<file path="src/hdl/tcs_pkg.sv">
// Shared constants for the transceiver control and status supervisor
package tcs_pkg;
   // ------------------------------------------------------------
   // Clock and timing figures
   // ------------------------------------------------------------
   localparam int unsigned CLK_KHZ       = 50000;
   localparam int unsigned T_PROP_NS     = 1000;  // In/out propagation
   localparam int unsigned T_REJECT_NS   = 4500;  // Glitch rejection
   localparam int unsigned T_RESET_NS    = 10000; // Fault reset hold
   localparam int unsigned T_TICK_US     = 500;   // Suppression tick
   localparam int unsigned T_APC_MS      = 200;
   localparam int unsigned T_INIT_MS     = 300;
   localparam int unsigned T_DATA_MS     = 400;
   localparam int unsigned T_WR_MS       = 13;
   // Least times round up, longest times round down
   localparam int unsigned REJECT_CYC =
      (T_REJECT_NS * (CLK_KHZ / 1000) + 999) / 1000;
   localparam int unsigned RESET_CYC =
      (T_RESET_NS * (CLK_KHZ / 1000) + 999) / 1000;
   localparam int unsigned TICK_CYC  = T_TICK_US * (CLK_KHZ / 1000);
   localparam int unsigned APC_CYC   = T_APC_MS * CLK_KHZ;
   localparam int unsigned INIT_CYC  = T_INIT_MS * CLK_KHZ;
   localparam int unsigned DATA_CYC  = T_DATA_MS * CLK_KHZ;
   localparam int unsigned WR_CYC    = T_WR_MS * CLK_KHZ;
   // ------------------------------------------------------------
   // Register map (byte addresses)
   // ------------------------------------------------------------
   localparam logic [7:0] ADR_CTRL   = 8'h00;
   localparam logic [7:0] ADR_STATUS = 8'h04;
   localparam logic [7:0] ADR_EVENT  = 8'h08;
   localparam logic [7:0] ADR_MASK   = 8'h0C;
   // Control fields
   localparam int unsigned CTRL_RATE_OUT = 0;
   localparam int unsigned CTRL_SOFT_OFF = 1;
   localparam int unsigned CTRL_SUPP_LSB = 8;
   localparam int unsigned SUPP_W        = 8;
   localparam logic [31:0] CTRL_RESET    = 32'h0000_0000;
   // Status fields
   localparam int unsigned ST_FAULT   = 0;
   localparam int unsigned ST_OFF_REQ = 1;
   localparam int unsigned ST_LOS     = 2;
   localparam int unsigned ST_RATE_IN = 3;
   localparam int unsigned ST_APC     = 4;
   localparam int unsigned ST_READY   = 5;
   localparam int unsigned ST_NV_BUSY = 6;
   localparam int unsigned ST_SHDN    = 7;
   localparam int unsigned ST_LASER   = 8;
   // Event fields, shared by the event and mask registers
   localparam int unsigned EV_W        = 5;
   localparam int unsigned EV_FAULT    = 0;
   localparam int unsigned EV_LOS_SET  = 1;
   localparam int unsigned EV_LOS_CLR  = 2;
   localparam int unsigned EV_NV_DONE  = 3;
   localparam int unsigned EV_UV       = 4;
   localparam logic [EV_W-1:0] MASK_RESET = 5'h00;
   // Power sequencing states
   typedef enum logic [1:0] {
      PWR_INIT = 2'b00,
      PWR_RUN  = 2'b01,
      PWR_SHDN = 2'b10
   } tcs_pwr_type;
endpackage

</file>
<file path="src/hdl/tcs_supervisor.sv">
// Transceiver control and status supervisor with Wishbone registers
`timescale 1ns/1ns
module tcs_supervisor
   import tcs_pkg::*;
#(
   parameter int unsigned TICK_CYCLES = tcs_pkg::TICK_CYC,
   parameter int unsigned APC_CYCLES  = tcs_pkg::APC_CYC,
   parameter int unsigned INIT_CYCLES = tcs_pkg::INIT_CYC,
   parameter int unsigned DATA_CYCLES = tcs_pkg::DATA_CYC,
   parameter int unsigned WR_CYCLES   = tcs_pkg::WR_CYC
)
(
   input  wire logic        clk_i,
   input  wire logic        rst_i,
   // Wishbone classic slave
   input  wire logic        wb_cyc_i,
   input  wire logic        wb_stb_i,
   input  wire logic        wb_we_i,
   input  wire logic [7:0]  wb_adr_i,
   input  wire logic [3:0]  wb_sel_i,
   input  wire logic [31:0] wb_dat_i,
   output logic      [31:0] wb_dat_o,
   output logic             wb_ack_o,
   // Pins from outside the clock domain
   input  wire logic        laser_off_request_i,
   input  wire logic        fault_cmp_i,
   input  wire logic        rx_los_cmp_i,
   input  wire logic        rate_sel_input_i,
   input  wire logic        undervoltage_i,
   input  wire logic        scl_i,
   input  wire logic        sda_i,
   // From the serial engine on this clock
   input  wire logic        nv_write_pending_i,
   // Outputs
   output logic             laser_drive_o,
   output logic             auto_power_loop_o,
   output logic             laser_fault_flag_o,
   output logic             receive_signal_lost_o,
   output logic             rate_sel_output_o,
   output logic             data_ready_o,
   output logic             serial_ack_en_o,
   output logic             nv_busy_o,
   output logic             shutdown_o,
   output logic             irq_o
);
   import tcs_pkg::*;

   // ------------------------------------------------------------
   // Elaboration checks
   // ------------------------------------------------------------
   if (TICK_CYCLES < 2 || APC_CYCLES < 5 || WR_CYCLES < 1)
      $error("tcs_supervisor: counts too small");
   if (INIT_CYCLES < APC_CYCLES || DATA_CYCLES < APC_CYCLES)
      $error("tcs_supervisor: init and data must follow loop enable");

   // Byte-lane merge for register writes
   function automatic logic [31:0] merge
   (
      input logic [31:0] old_v,
      input logic [31:0] new_v,
      input logic [3:0]  sel
   );
      logic [31:0] r;
      r = old_v;
      for (int b = 0; b < 4; b++)
         if (sel[b])
            r[b*8 +: 8] = new_v[b*8 +: 8];
      return r;
   endfunction

   // ------------------------------------------------------------
   // Pin synchronisers
   // ------------------------------------------------------------
   logic [6:0] pins_s;
   logic       off_s;
   logic       flt_s;
   logic       los_s;
   logic       rate_s;
   logic       uv_s;
   logic       scl_s;
   logic       sda_s;

   tcs_sync3 #(.WIDTH(7)) u_sync
   (
      .clk_i   (clk_i),
      .rst_i   (rst_i),
      .pin_i   ({sda_i, scl_i, undervoltage_i, rate_sel_input_i,
                 rx_los_cmp_i, fault_cmp_i, laser_off_request_i}),
      .level_o (pins_s)
   );
   assign {sda_s, scl_s, uv_s, rate_s, los_s, flt_s, off_s} = pins_s;

   // ------------------------------------------------------------
   // Registers and bus
   // ------------------------------------------------------------
   logic [31:0]     ctrl_q;
   logic [EV_W-1:0] event_q;
   logic [EV_W-1:0] mask_q;
   logic [EV_W-1:0] ev_set;
   logic [31:0]     status;
   logic            wr_stb;
   logic            fault_q;
   logic            los_q;
   logic            apc_q;
   logic            ready_q;
   logic            busy_q;
   logic            laser_q;
   tcs_pwr_type     pwr_q;

   // A request is served once; ack drops the cycle after it is given
   assign wr_stb = wb_cyc_i && wb_stb_i && wb_we_i && !wb_ack_o;

   always_ff @(posedge clk_i)
   begin
      if (rst_i)
         wb_ack_o <= 1'b0;
      else
         wb_ack_o <= wb_cyc_i && wb_stb_i && !wb_ack_o;
   end

   // Live status view
   always_comb
   begin
      status             = '0;
      status[ST_FAULT]   = fault_q;
      status[ST_OFF_REQ] = off_s;
      status[ST_LOS]     = los_q;
      status[ST_RATE_IN] = rate_s;
      status[ST_APC]     = apc_q;
      status[ST_READY]   = ready_q;
      status[ST_NV_BUSY] = busy_q;
      status[ST_SHDN]    = (pwr_q == PWR_SHDN);
      status[ST_LASER]   = laser_q;
   end

   // Read data; unmapped addresses read zero
   always_ff @(posedge clk_i)
   begin
      if (rst_i)
         wb_dat_o <= '0;
      else if (wb_cyc_i && wb_stb_i && !wb_we_i && !wb_ack_o)
      begin
         unique case (wb_adr_i)
            ADR_CTRL:   wb_dat_o <= ctrl_q;
            ADR_STATUS: wb_dat_o <= status;
            ADR_EVENT:  wb_dat_o <= 32'(event_q);
            ADR_MASK:   wb_dat_o <= 32'(mask_q);
            default:    wb_dat_o <= '0;
         endcase
      end
   end

   // Control and mask registers
   always_ff @(posedge clk_i)
   begin
      if (rst_i)
      begin
         ctrl_q <= CTRL_RESET;
         mask_q <= MASK_RESET;
      end
      else if (wr_stb && wb_adr_i == ADR_CTRL)
         ctrl_q <= merge(ctrl_q, wb_dat_i, wb_sel_i);
      else if (wr_stb && wb_adr_i == ADR_MASK)
         mask_q <= EV_W'(merge(32'(mask_q), wb_dat_i, wb_sel_i));
   end

   // Sticky events: write one to clear, a new event wins over the clear
   always_ff @(posedge clk_i)
   begin
      if (rst_i)
         event_q <= '0;
      else if (wr_stb && wb_adr_i == ADR_EVENT && wb_sel_i[0])
         event_q <= (event_q & ~wb_dat_i[EV_W-1:0]) | ev_set;
      else
         event_q <= event_q | ev_set;
   end

   // Interrupt holds while an unmasked event stands
   always_ff @(posedge clk_i)
   begin
      if (rst_i)
         irq_o <= 1'b0;
      else
         irq_o <= |(event_q & mask_q);
   end

   // ------------------------------------------------------------
   // Power-on sequencing and shutdown
   // ------------------------------------------------------------
   logic [31:0] por_cnt_q;
   logic        uv_d1_q;

   // Saturating count from reset release
   always_ff @(posedge clk_i)
   begin
      if (rst_i)
         por_cnt_q <= '0;
      else if (por_cnt_q < DATA_CYCLES)
         por_cnt_q <= por_cnt_q + 32'h0000_0001;
   end

   // Shutdown is final until the next power-on reset
   // Run starts four cycles early to cover the stages behind the loop flag
   always_ff @(posedge clk_i)
   begin
      if (rst_i)
         pwr_q <= PWR_INIT;
      else
      begin
         unique case (pwr_q)
            PWR_INIT:
               if (uv_s)
                  pwr_q <= PWR_SHDN;
               else if (por_cnt_q >= APC_CYCLES - 4)
                  pwr_q <= PWR_RUN;
            PWR_RUN:
               if (uv_s)
                  pwr_q <= PWR_SHDN;
            PWR_SHDN:
               pwr_q <= PWR_SHDN;
            default:
               pwr_q <= PWR_SHDN;
         endcase
      end
   end

   // Loop enable, data ready and undervoltage delay flags
   always_ff @(posedge clk_i)
   begin
      if (rst_i)
      begin
         apc_q   <= 1'b0;
         ready_q <= 1'b0;
         uv_d1_q <= 1'b0;
      end
      else
      begin
         apc_q   <= (pwr_q == PWR_RUN) && !uv_s;
         ready_q <= (por_cnt_q >= DATA_CYCLES);
         uv_d1_q <= uv_s;
      end
   end

   // ------------------------------------------------------------
   // Laser enable and initialisation timer
   // ------------------------------------------------------------
   logic        tx_en;
   logic        tx_en_q;
   logic [31:0] init_cnt_q;
   logic        init_done;

   // Software and pin requests both switch the laser off
   assign tx_en = !off_s && !ctrl_q[CTRL_SOFT_OFF] && apc_q;

   // Restarts on every enable so the fault flag masks the ramp-up
   always_ff @(posedge clk_i)
   begin
      if (rst_i)
      begin
         init_cnt_q <= '0;
         tx_en_q    <= 1'b0;
      end
      else
      begin
         tx_en_q <= tx_en;
         if (tx_en && !tx_en_q)
            init_cnt_q <= '0;
         else if (init_cnt_q < INIT_CYCLES - APC_CYCLES)
            init_cnt_q <= init_cnt_q + 32'h0000_0001;
      end
   end
   assign init_done = (init_cnt_q >= INIT_CYCLES - APC_CYCLES);

   // ------------------------------------------------------------
   // Fault comparator filter, suppression timer and latch
   // ------------------------------------------------------------
   localparam int unsigned GW = $clog2(REJECT_CYC + 2);
   localparam int unsigned RW = $clog2(RESET_CYC + 1);
   logic [GW-1:0]     flt_run_q;
   logic [GW-1:0]     los_run_q;
   logic              flt_f_q;
   logic [31:0]       tick_cnt_q;
   logic              tick;
   logic [SUPP_W-1:0] supp_q;
   logic [RW-1:0]     hold_q;
   logic              flt_new;

   // A level must outlast the rejection window before it is believed
   always_ff @(posedge clk_i)
   begin
      if (rst_i)
      begin
         flt_run_q <= '0;
         los_run_q <= '0;
         flt_f_q   <= 1'b0;
         los_q     <= 1'b0;
      end
      else
      begin
         if (flt_s == flt_f_q)
            flt_run_q <= '0;
         else if (flt_run_q == GW'(REJECT_CYC))
            flt_f_q <= flt_s;
         else
            flt_run_q <= flt_run_q + 1'b1;
         if (los_s == los_q)
            los_run_q <= '0;
         else if (los_run_q == GW'(REJECT_CYC))
            los_q <= los_s;
         else
            los_run_q <= los_run_q + 1'b1;
      end
   end

   // Free-running 0.5 ms tick
   always_ff @(posedge clk_i)
   begin
      if (rst_i)
         tick_cnt_q <= '0;
      else if (tick)
         tick_cnt_q <= '0;
      else
         tick_cnt_q <= tick_cnt_q + 32'h0000_0001;
   end
   assign tick = (tick_cnt_q == TICK_CYCLES - 1);

   // Suppression window loaded at each enable, counted down in ticks
   always_ff @(posedge clk_i)
   begin
      if (rst_i)
         supp_q <= '0;
      else if (tx_en && !tx_en_q)
         supp_q <= ctrl_q[CTRL_SUPP_LSB +: SUPP_W];
      else if (tick && supp_q != '0)
         supp_q <= supp_q - 1'b1;
   end

   // Time that the laser off request has been held
   always_ff @(posedge clk_i)
   begin
      if (rst_i)
         hold_q <= '0;
      else if (!off_s)
         hold_q <= '0;
      else if (hold_q != RW'(RESET_CYC))
         hold_q <= hold_q + 1'b1;
   end

   // Fault needs the laser running; a new fault beats the reset
   assign flt_new = flt_f_q && laser_q && (supp_q == '0);

   always_ff @(posedge clk_i)
   begin
      if (rst_i)
         fault_q <= 1'b0;
      else if (flt_new)
         fault_q <= 1'b1;
      else if (hold_q == RW'(RESET_CYC))
         fault_q <= 1'b0;
   end

   // ------------------------------------------------------------
   // Nonvolatile write busy window
   // ------------------------------------------------------------
   logic        scl_d_q;
   logic        sda_d_q;
   logic        stop_det;
   logic [31:0] wr_cnt_q;

   always_ff @(posedge clk_i)
   begin
      if (rst_i)
      begin
         scl_d_q <= 1'b0;
         sda_d_q <= 1'b0;
      end
      else
      begin
         scl_d_q <= scl_s;
         sda_d_q <= sda_s;
      end
   end
   // Stop: data rises while clock stays high
   assign stop_det = scl_s && scl_d_q && sda_s && !sda_d_q;

   // Busy from the stop that ends a staged write until the cycle ends
   always_ff @(posedge clk_i)
   begin
      if (rst_i)
      begin
         busy_q   <= 1'b0;
         wr_cnt_q <= '0;
      end
      else if (!busy_q)
      begin
         wr_cnt_q <= '0;
         if (stop_det && nv_write_pending_i)
            busy_q <= 1'b1;
      end
      else if (wr_cnt_q == WR_CYCLES - 1)
         busy_q <= 1'b0;
      else
         wr_cnt_q <= wr_cnt_q + 32'h0000_0001;
   end

   // ------------------------------------------------------------
   // Event sources
   // ------------------------------------------------------------
   logic los_d1_q;
   logic busy_d1_q;
   logic fault_d1_q;

   always_ff @(posedge clk_i)
   begin
      if (rst_i)
      begin
         los_d1_q   <= 1'b0;
         busy_d1_q  <= 1'b0;
         fault_d1_q <= 1'b0;
      end
      else
      begin
         los_d1_q   <= los_q;
         busy_d1_q  <= busy_q;
         fault_d1_q <= fault_q;
      end
   end

   always_comb
   begin
      ev_set             = '0;
      ev_set[EV_FAULT]   = fault_q && !fault_d1_q;
      ev_set[EV_LOS_SET] = los_q && !los_d1_q;
      ev_set[EV_LOS_CLR] = !los_q && los_d1_q;
      ev_set[EV_NV_DONE] = !busy_q && busy_d1_q;
      ev_set[EV_UV]      = uv_s && !uv_d1_q;
   end

   // ------------------------------------------------------------
   // Registered outputs
   // ------------------------------------------------------------
   always_ff @(posedge clk_i)
   begin
      if (rst_i)
      begin
         laser_q               <= 1'b0;
         laser_drive_o         <= 1'b0;
         auto_power_loop_o     <= 1'b0;
         laser_fault_flag_o    <= 1'b1;
         receive_signal_lost_o <= 1'b0;
         rate_sel_output_o     <= 1'b0;
         data_ready_o          <= 1'b0;
         serial_ack_en_o       <= 1'b1;
         nv_busy_o             <= 1'b0;
         shutdown_o            <= 1'b0;
      end
      else
      begin
         laser_q               <= tx_en && !fault_q;
         laser_drive_o         <= tx_en && !fault_q;
         auto_power_loop_o     <= apc_q;
         laser_fault_flag_o    <= fault_q || !init_done;
         receive_signal_lost_o <= los_q;
         rate_sel_output_o     <= ctrl_q[CTRL_RATE_OUT];
         data_ready_o          <= ready_q;
         serial_ack_en_o       <= !busy_q;
         nv_busy_o             <= busy_q;
         shutdown_o            <= (pwr_q == PWR_SHDN);
      end
   end
endmodule

</file>
<file path="src/hdl/tcs_sync3.sv">
// Three-stage pin synchroniser that accepts a change once stages agree
`timescale 1ns/1ns
module tcs_sync3
#(
   parameter int unsigned WIDTH = 1
)
(
   input  wire logic             clk_i,
   input  wire logic             rst_i,
   input  wire logic [WIDTH-1:0] pin_i,
   output logic      [WIDTH-1:0] level_o
);
   logic [WIDTH-1:0] s1_q;
   logic [WIDTH-1:0] s2_q;
   logic [WIDTH-1:0] s3_q;

   // ------------------------------------------------------------
   // Stages; only stage two reads stage one
   // ------------------------------------------------------------
   always_ff @(posedge clk_i)
   begin
      if (rst_i)
      begin
         s1_q <= '0;
         s2_q <= '0;
         s3_q <= '0;
      end
      else
      begin
         s1_q <= pin_i;
         s2_q <= s1_q;
         s3_q <= s2_q;
      end
   end

   // Each bit moves only when stages two and three agree
   genvar g;
   generate
      for (g = 0; g < WIDTH; g++)
      begin : g_bit
         always_ff @(posedge clk_i)
         begin
            if (rst_i)
               level_o[g] <= 1'b0;
            else if (s2_q[g] == s3_q[g])
               level_o[g] <= s3_q[g];
         end
      end
   endgenerate
endmodule

</file>
<file path="config.mk">
export PLATFORM = sky130hd
export DESIGN_NAME = tcs_supervisor
export DESIGN_NICKNAME = d
export VERILOG_FILES = /design/src/hdl/tcs_pkg.sv /design/src/hdl/tcs_supervisor.sv /design/src/hdl/tcs_sync3.sv
export SDC_FILE = /design/constraint.sdc
export NUM_CORES = 1
export LEC_CHECK = 0
export ABC_AREA = 1
export BUFFER_PORTS_ARGS = -buffer_cell sky130_fd_sc_hd__buf_4
export CAP_MARGIN = 20
export CORE_MARGIN = 2
export CORE_UTILIZATION = 30
export CTS_BUF_LIST = sky130_fd_sc_hd__clkbuf_8
export CTS_CLUSTER_SIZE = 8
export DETAILED_ROUTE_END_ITERATION = 16
export GPL_TIMING_DRIVEN = 1
export HOLD_SLACK_MARGIN = 0.03
export SLEW_MARGIN = 30
export SYNTH_ARGS = -nofsm -noshare
export SYNTH_HDL_FRONTEND = slang
export SYNTH_HIERARCHICAL = 1
export SYNTH_SLANG_ARGS = --single-unit
</file>
<file path="constraint.sdc">
create_clock -name clk_i -period 2.2 [get_ports clk_i]
set_clock_uncertainty 0.2 [all_clocks]
set_input_delay 0.44 -clock clk_i [delete_from_list [all_inputs] [get_ports clk_i]]
set_output_delay 0.44 -clock clk_i [all_outputs]
set_load 0.005 [all_outputs]
</file>
### Word level (Yosys, flattened, before mapping)

Cells that the tools add are included.

| storage, ports and cells | value |
|---|---|
| register bits after elaboration | 287 |
| input bits | 57 |
| logic and storage cells | 169 |

| cells by class | value |
|---|---|
| add/subtract/negate cells | 8 |
| order comparisons | 5 |
| eq/ne operators | 22 |
| mux-type cells | 13 |
| bitwise gates (word level) | 10 |
| reduce and logical (&&, ||, !) cells | 63 |

Operators by type and width:

| operator | number |
|---|---|
| 32-bit by 1-bit adder with 32-bit output, second input constant | 4 |
| 32-bit one-hot mux with 4 select lines | 1 |
| 32-bit by 15-bit equality test with 1-bit output, second input constant | 1 |
| 32-bit by 20-bit equality test with 1-bit output, second input constant | 1 |
| 32-bit by 23-bit >= comparator with 1-bit output, second input constant | 1 |
| 32-bit by 24-bit >= comparator with 1-bit output, second input constant | 1 |
| 32-bit by 25-bit >= comparator with 1-bit output, second input constant | 1 |
| 32-bit by 23-bit less-than comparator with 1-bit output, second input constant | 1 |
| 32-bit by 25-bit less-than comparator with 1-bit output, second input constant | 1 |
| 1-bit logical AND | 27 |
| 8-bit by 1-bit adder with 8-bit output, second input constant | 2 |
| 8-bit by 4-bit equality test with 1-bit output, second input constant | 2 |
| 8-bit equality test, second input constant | 2 |
| 8-bit zero test | 2 |
| 8-bit 2-to-1 mux | 2 |
| 1-bit zero test | 14 |
| 2-bit AND reduction | 7 |
| 2-bit OR reduction | 6 |
| 5-bit bitwise AND | 2 |
| 5-bit bitwise OR | 2 |
| 9-bit by 1-bit adder with 9-bit output, second input constant | 1 |
| 1-bit equality test | 9 |
| 9-bit equality test, second input constant | 1 |
| 9-bit != test, second input constant | 1 |
| other kinds (18) | 29 |

### Logic depth before layout (Yosys ltp)

| depth | value |
|---|---|
| depth after elaboration | 6 |
| mapped depth | 11 |

### Modules after synthesis

The synthesis kept the hierarchy.

Modules (own cells, without submodules):

| module | instances | cells an instance | area an instance (um2) |
|---|---|---|---|
| tcs_supervisor | 1 | 1,906 | 12,688.4 |
| tcs_sync3 | 1 | 94 | 840.8 |

### Least setup slack after synthesis

OpenSTA, ideal clock, no wires.

| path | value |
|---|---|
| path type | register to register |
| start point | register wr_cnt_q[0] |
| end point | register wr_cnt_q[28] |
| setup time | 0.118 ns |
| arrival | 1.356 ns |
| required time | 1.882 ns |
| slack | 0.526 ns |
| cell stages (with the launch flop) | 9 |
| period minus slack after synthesis | 1.674 ns |
| cell sequence | dfxtp_1 ha_1 nand3_1 nor2_1 nand3_1 nor2_2 nand2_1 nor3_1 nor2_1 |

| on the way | value |
|---|---|
| word-level cells in the longest chain between the ends | 1 |
| elaborated cells between the ends (all ways) | 2 |
| classes of those cells | 1 x add/sub; 1 x eq/ne |

Ends and longest elaborated chain:

| element | RTL line | source |
|---|---|---|
| start: declaration | tcs_supervisor.sv:368 | `logic [31:0] wr_cnt_q;` |
| start signal: assignment | tcs_supervisor.sv:403 | `wr_cnt_q <= wr_cnt_q + 32'h0000_0001;` |
| 32-bit by 1-bit adder with 32-bit output or 32-bit by 20-bit equality test with 1-bit output (tied branches) | tcs_supervisor.sv:403, tcs_supervisor.sv:400 |  |

Parallel ways exist; a longest one is shown, timed or not.
A chain may end at the register's enable or synchronous reset.

### Final worst setup path

| path | value |
|---|---|
| start point | register wr_cnt_q[1] |
| end point | register wr_cnt_q[28] |

The elaborated chain is that of the path after synthesis.

==> results_dict.tcl <==
set metrics [dict create \
    grt_overflow 0 \
    worstPathRequired_ns 2.52 \
    crit_arrival_ns 2.27 \
    cts_root_buf "clkbuf_8" \
    clkTransAtPathRegs_ns 0.06 \
    final_cell_mix "nand2_1, nor2_1, dfxtp_1, inv_1, a21oi_1" \
    n_fill_cell 4661 \
    grt_usage 0.1495 \
    clkLatencyLatePin_ns 0.58 \
    rrSetupSlack_ns 0.25 \
    drv_cap 0 \
    yosysWarnings 6 \
    synth_seq_area_share 0.4247 \
    netlist_area_mm2 0.01353 \
    slew_violations 0 \
    slew_headroom 0.5363 \
    fp.dieH_um 216.4 \
    synth.distinct_cells 42 \
    cts_sinks 287 \
    core_mm2 0.04441 \
    num_antenna_cells 0 \
    synth_cells 2000 \
    p_leak_nw 6.206 \
    post_cts_resized 0 \
    status "finished clean" \
    critPathKind "flip-flop to flip-flop" \
    place.gp.congestion 0.9023 \
    period_needed_ns 1.953 \
    final_common_cell "nand2_1" \
    powerDensity_mw_per_mm2 619.3 \
    antenna_left 0 \
    ir_worst_vdd_mv 0.3700 \
    crit_slowest_cell "dfxtp_1" \
    hold_viol_final 0 \
    syn2layout_area_growth_pct 20.72 \
    dpl-instance-area_mm2 0.01500 \
    stdcell_area_mm2 0.01633 \
    min_period_over_period 0.8877 \
    die_w_um 216.4 \
    hold_class "primary input to flip-flop" \
    numCtsBuffers 48 \
    grt_pass1_vias 12259 \
    grt_setup_unrepaired "no" \
    synth_seq_cells 287 \
    rows 77 \
    vias 12906 \
    drc 0 \
    drtIter0Drc 916 \
    fmax_mhz 512.0 \
    max_stage_delay_ns 0.39 \
    grt_pass1_wl_um 59020 \
    finalSetupViolCount 0 \
    worst_setup_path_start_kind "flip-flop" \
    cts_tree "yes" \
    cp_cell_sequence "ha_1 -> nand3_1 -> nor2_1 -> nand3_1 -> nor2_2 -> nand2_1 -> o21ai_1 -> nand2_1 -> nor2_1" \
    vias_per_cell 4.622 \
    io_pins 100 \
    path_buf_inv 0 \
    die-area_mm2 0.04681 \
    drt-total-wl_um 35090 \
    antenna_found_initial 0 \
    io_buffers 99 \
    syn-num-nets 2070 \
    h-tree-depth 2 \
    tightest_slew_ns 0.6948 \
    fin_nets 2240 \
    hold-worst-slack_ns 0.1320 \
    drive_gt1_frac 0.1105 \
    dp_hpwl_um 25700 \
    drtPass1Iterations 5 \
    clock_path_buffers 3 \
    cp-end-kind "flip-flop" \
    finalSetupTns_ns 0 \
    post_cts.repair.setup_buffers 0 \
    initial_core_util 0.3046 \
    syn_avg_cell_area_um2 6.765 \
    routedWlPerCell_um 12.57 \
    path_max_fanout 5 \
    grt_max_degree 57 \
    path_delay_family "simple AND/OR/NAND/NOR gates" \
]
==> repair_timing <==
item                                   CTS  global route
setup endpoints to repair                0             0
endpoints found under the hold margin   48             0
hold buffers                            44             0
==> path summary, 6_finish.rpt <==
path	cells after the start	to	startpoint
setup / recovery	9	wr_cnt_q[28]	wr_cnt_q[1]
hold / removal	5	wb_dat_o[31]	wb_we_i
setup reg to reg	9	wr_cnt_q[28]	wr_cnt_q[1]
hold reg to reg	2	u_sync/s2_q[6]	u_sync/s1_q[6]
==> Yosys cell counts <==
library cell	instances	area [um2]
and3_1	1	6.260
nand3_1	136	680.7
nor2_8	1	20.02
a221oi_1	1	8.760
buf_2	12	60.06
and2_1	2	12.51
nor3_4	1	16.27
a21oi_2	1	8.760
o21a_1	2	15.01
buf_1	4	15.01
nor3b_1	3	22.52
a21oi_1	164	820.8
xnor2_1	18	157.7
buf_6	6	67.56
xor2_1	30	262.8
nand3b_1	7	52.55
inv_2	13	48.80
o21ai_0	95	475.5
or2_2	3	18.77
o22ai_1	4	25.02
nor2_2	13	81.33
buf_4	5	37.54
nor3_2	4	40.04
nand2_2	6	37.54
a31oi_1	1	6.260
nand4_1	36	225.2
nor4_1	1	6.260
nor3_1	37	185.2
ha_1	13	162.7
nand3_2	2	20.02
dfxtp_1	287	5746
a211oi_1	2	15.01
inv_1	214	803.3
o21ai_1	5	25.02
nand2_4	1	11.26
clkinv_1	2	7.510
nor2_1	340	1276
or2_0	1	6.260
clkbuf_1	22	82.58
nand2_1	494	1854
nor2_4	8	90.09
o31ai_1	2	15.01
==> cell families after synthesis <==
kind of cell / synth area share
AO/OA/AOI/OAI: 0.1046
XOR/XNOR: 0.03107
adder cells (fa/ha/maj): 0.01202
buffers and inverters: 0.08296
flip-flops: 0.4247
AND/OR/NAND/NOR: 0.3447
==> state kept, by name, summed over array words and instances (netlist names), 2 cells and up <==
register / count
wb_dat_o: 32
pwr_q: 2
u_sync/level_o: 7
u_sync/s3_q: 7
flt_run_q: 8
ctrl_q: 32
por_cnt_q: 32
event_q: 5
init_cnt_q: 32
tick_cnt_q: 32
u_sync/s2_q: 7
wr_cnt_q: 32
hold_q: 9
mask_q: 5
los_run_q: 8
supp_q: 8
u_sync/s1_q: 7
==> per-layer routing <==
layer	share of wire	track usage	routed length, um	up-vias
li1	-	-	-	6706
met1	0.48	0.1938	16690	5928
met2	0.46	0.2517	16140	216
met3	0.045	0.02919	1582	56
met4	0.019	0.04361	676	0
met5	0	0	0	-
==> worst min-delay path, stage by stage <==
cell	delay [ns]
buf_4	0.09
nor2_2	0.04
buf_4	0.15
nand3_1	0.08
a21oi_1	0.05
==> area by class of cell <==
type	count	area, um2	area share
Multi-Input combinational cell	1435	6664	0.4080
Timing Repair Buffer	169	1429	0.08749
Clock buffer	58	798.3	0.04888
Clock inverter	22	95.09	0.005822
Sequential cell	287	5746	0.3518
Tap cell	592	740.7	0.04535
Inverter	229	859.6	0.05263
==> through the flow <==
stage	worst slack (ns)	std cells	utilization	total power, mW
final	0.2470	2792	0.3677	10.11
after detailed placement	0.2005	2668	0.3377	5.685
after global placement	0.2707	2668	0.3377	5.677
after CTS	0.2547	2792	0.3677	10.28
after floorplan	0.5264	2000	-	5.520
after global routing	0.02809	2792	0.3677	10.57
==> where the power goes <==
| part | internal (mW) | switching [mW] | leakage, nW |
|---|---|---|---|
| combinational | 0.180 | 0.194 | 3.37 |
| clock | 2.36 | 2.13 | 0.518 |
| sequential | 5.23 | 0.0253 | 2.32 |
Note: power is estimated with default switching activity, not from simulation.
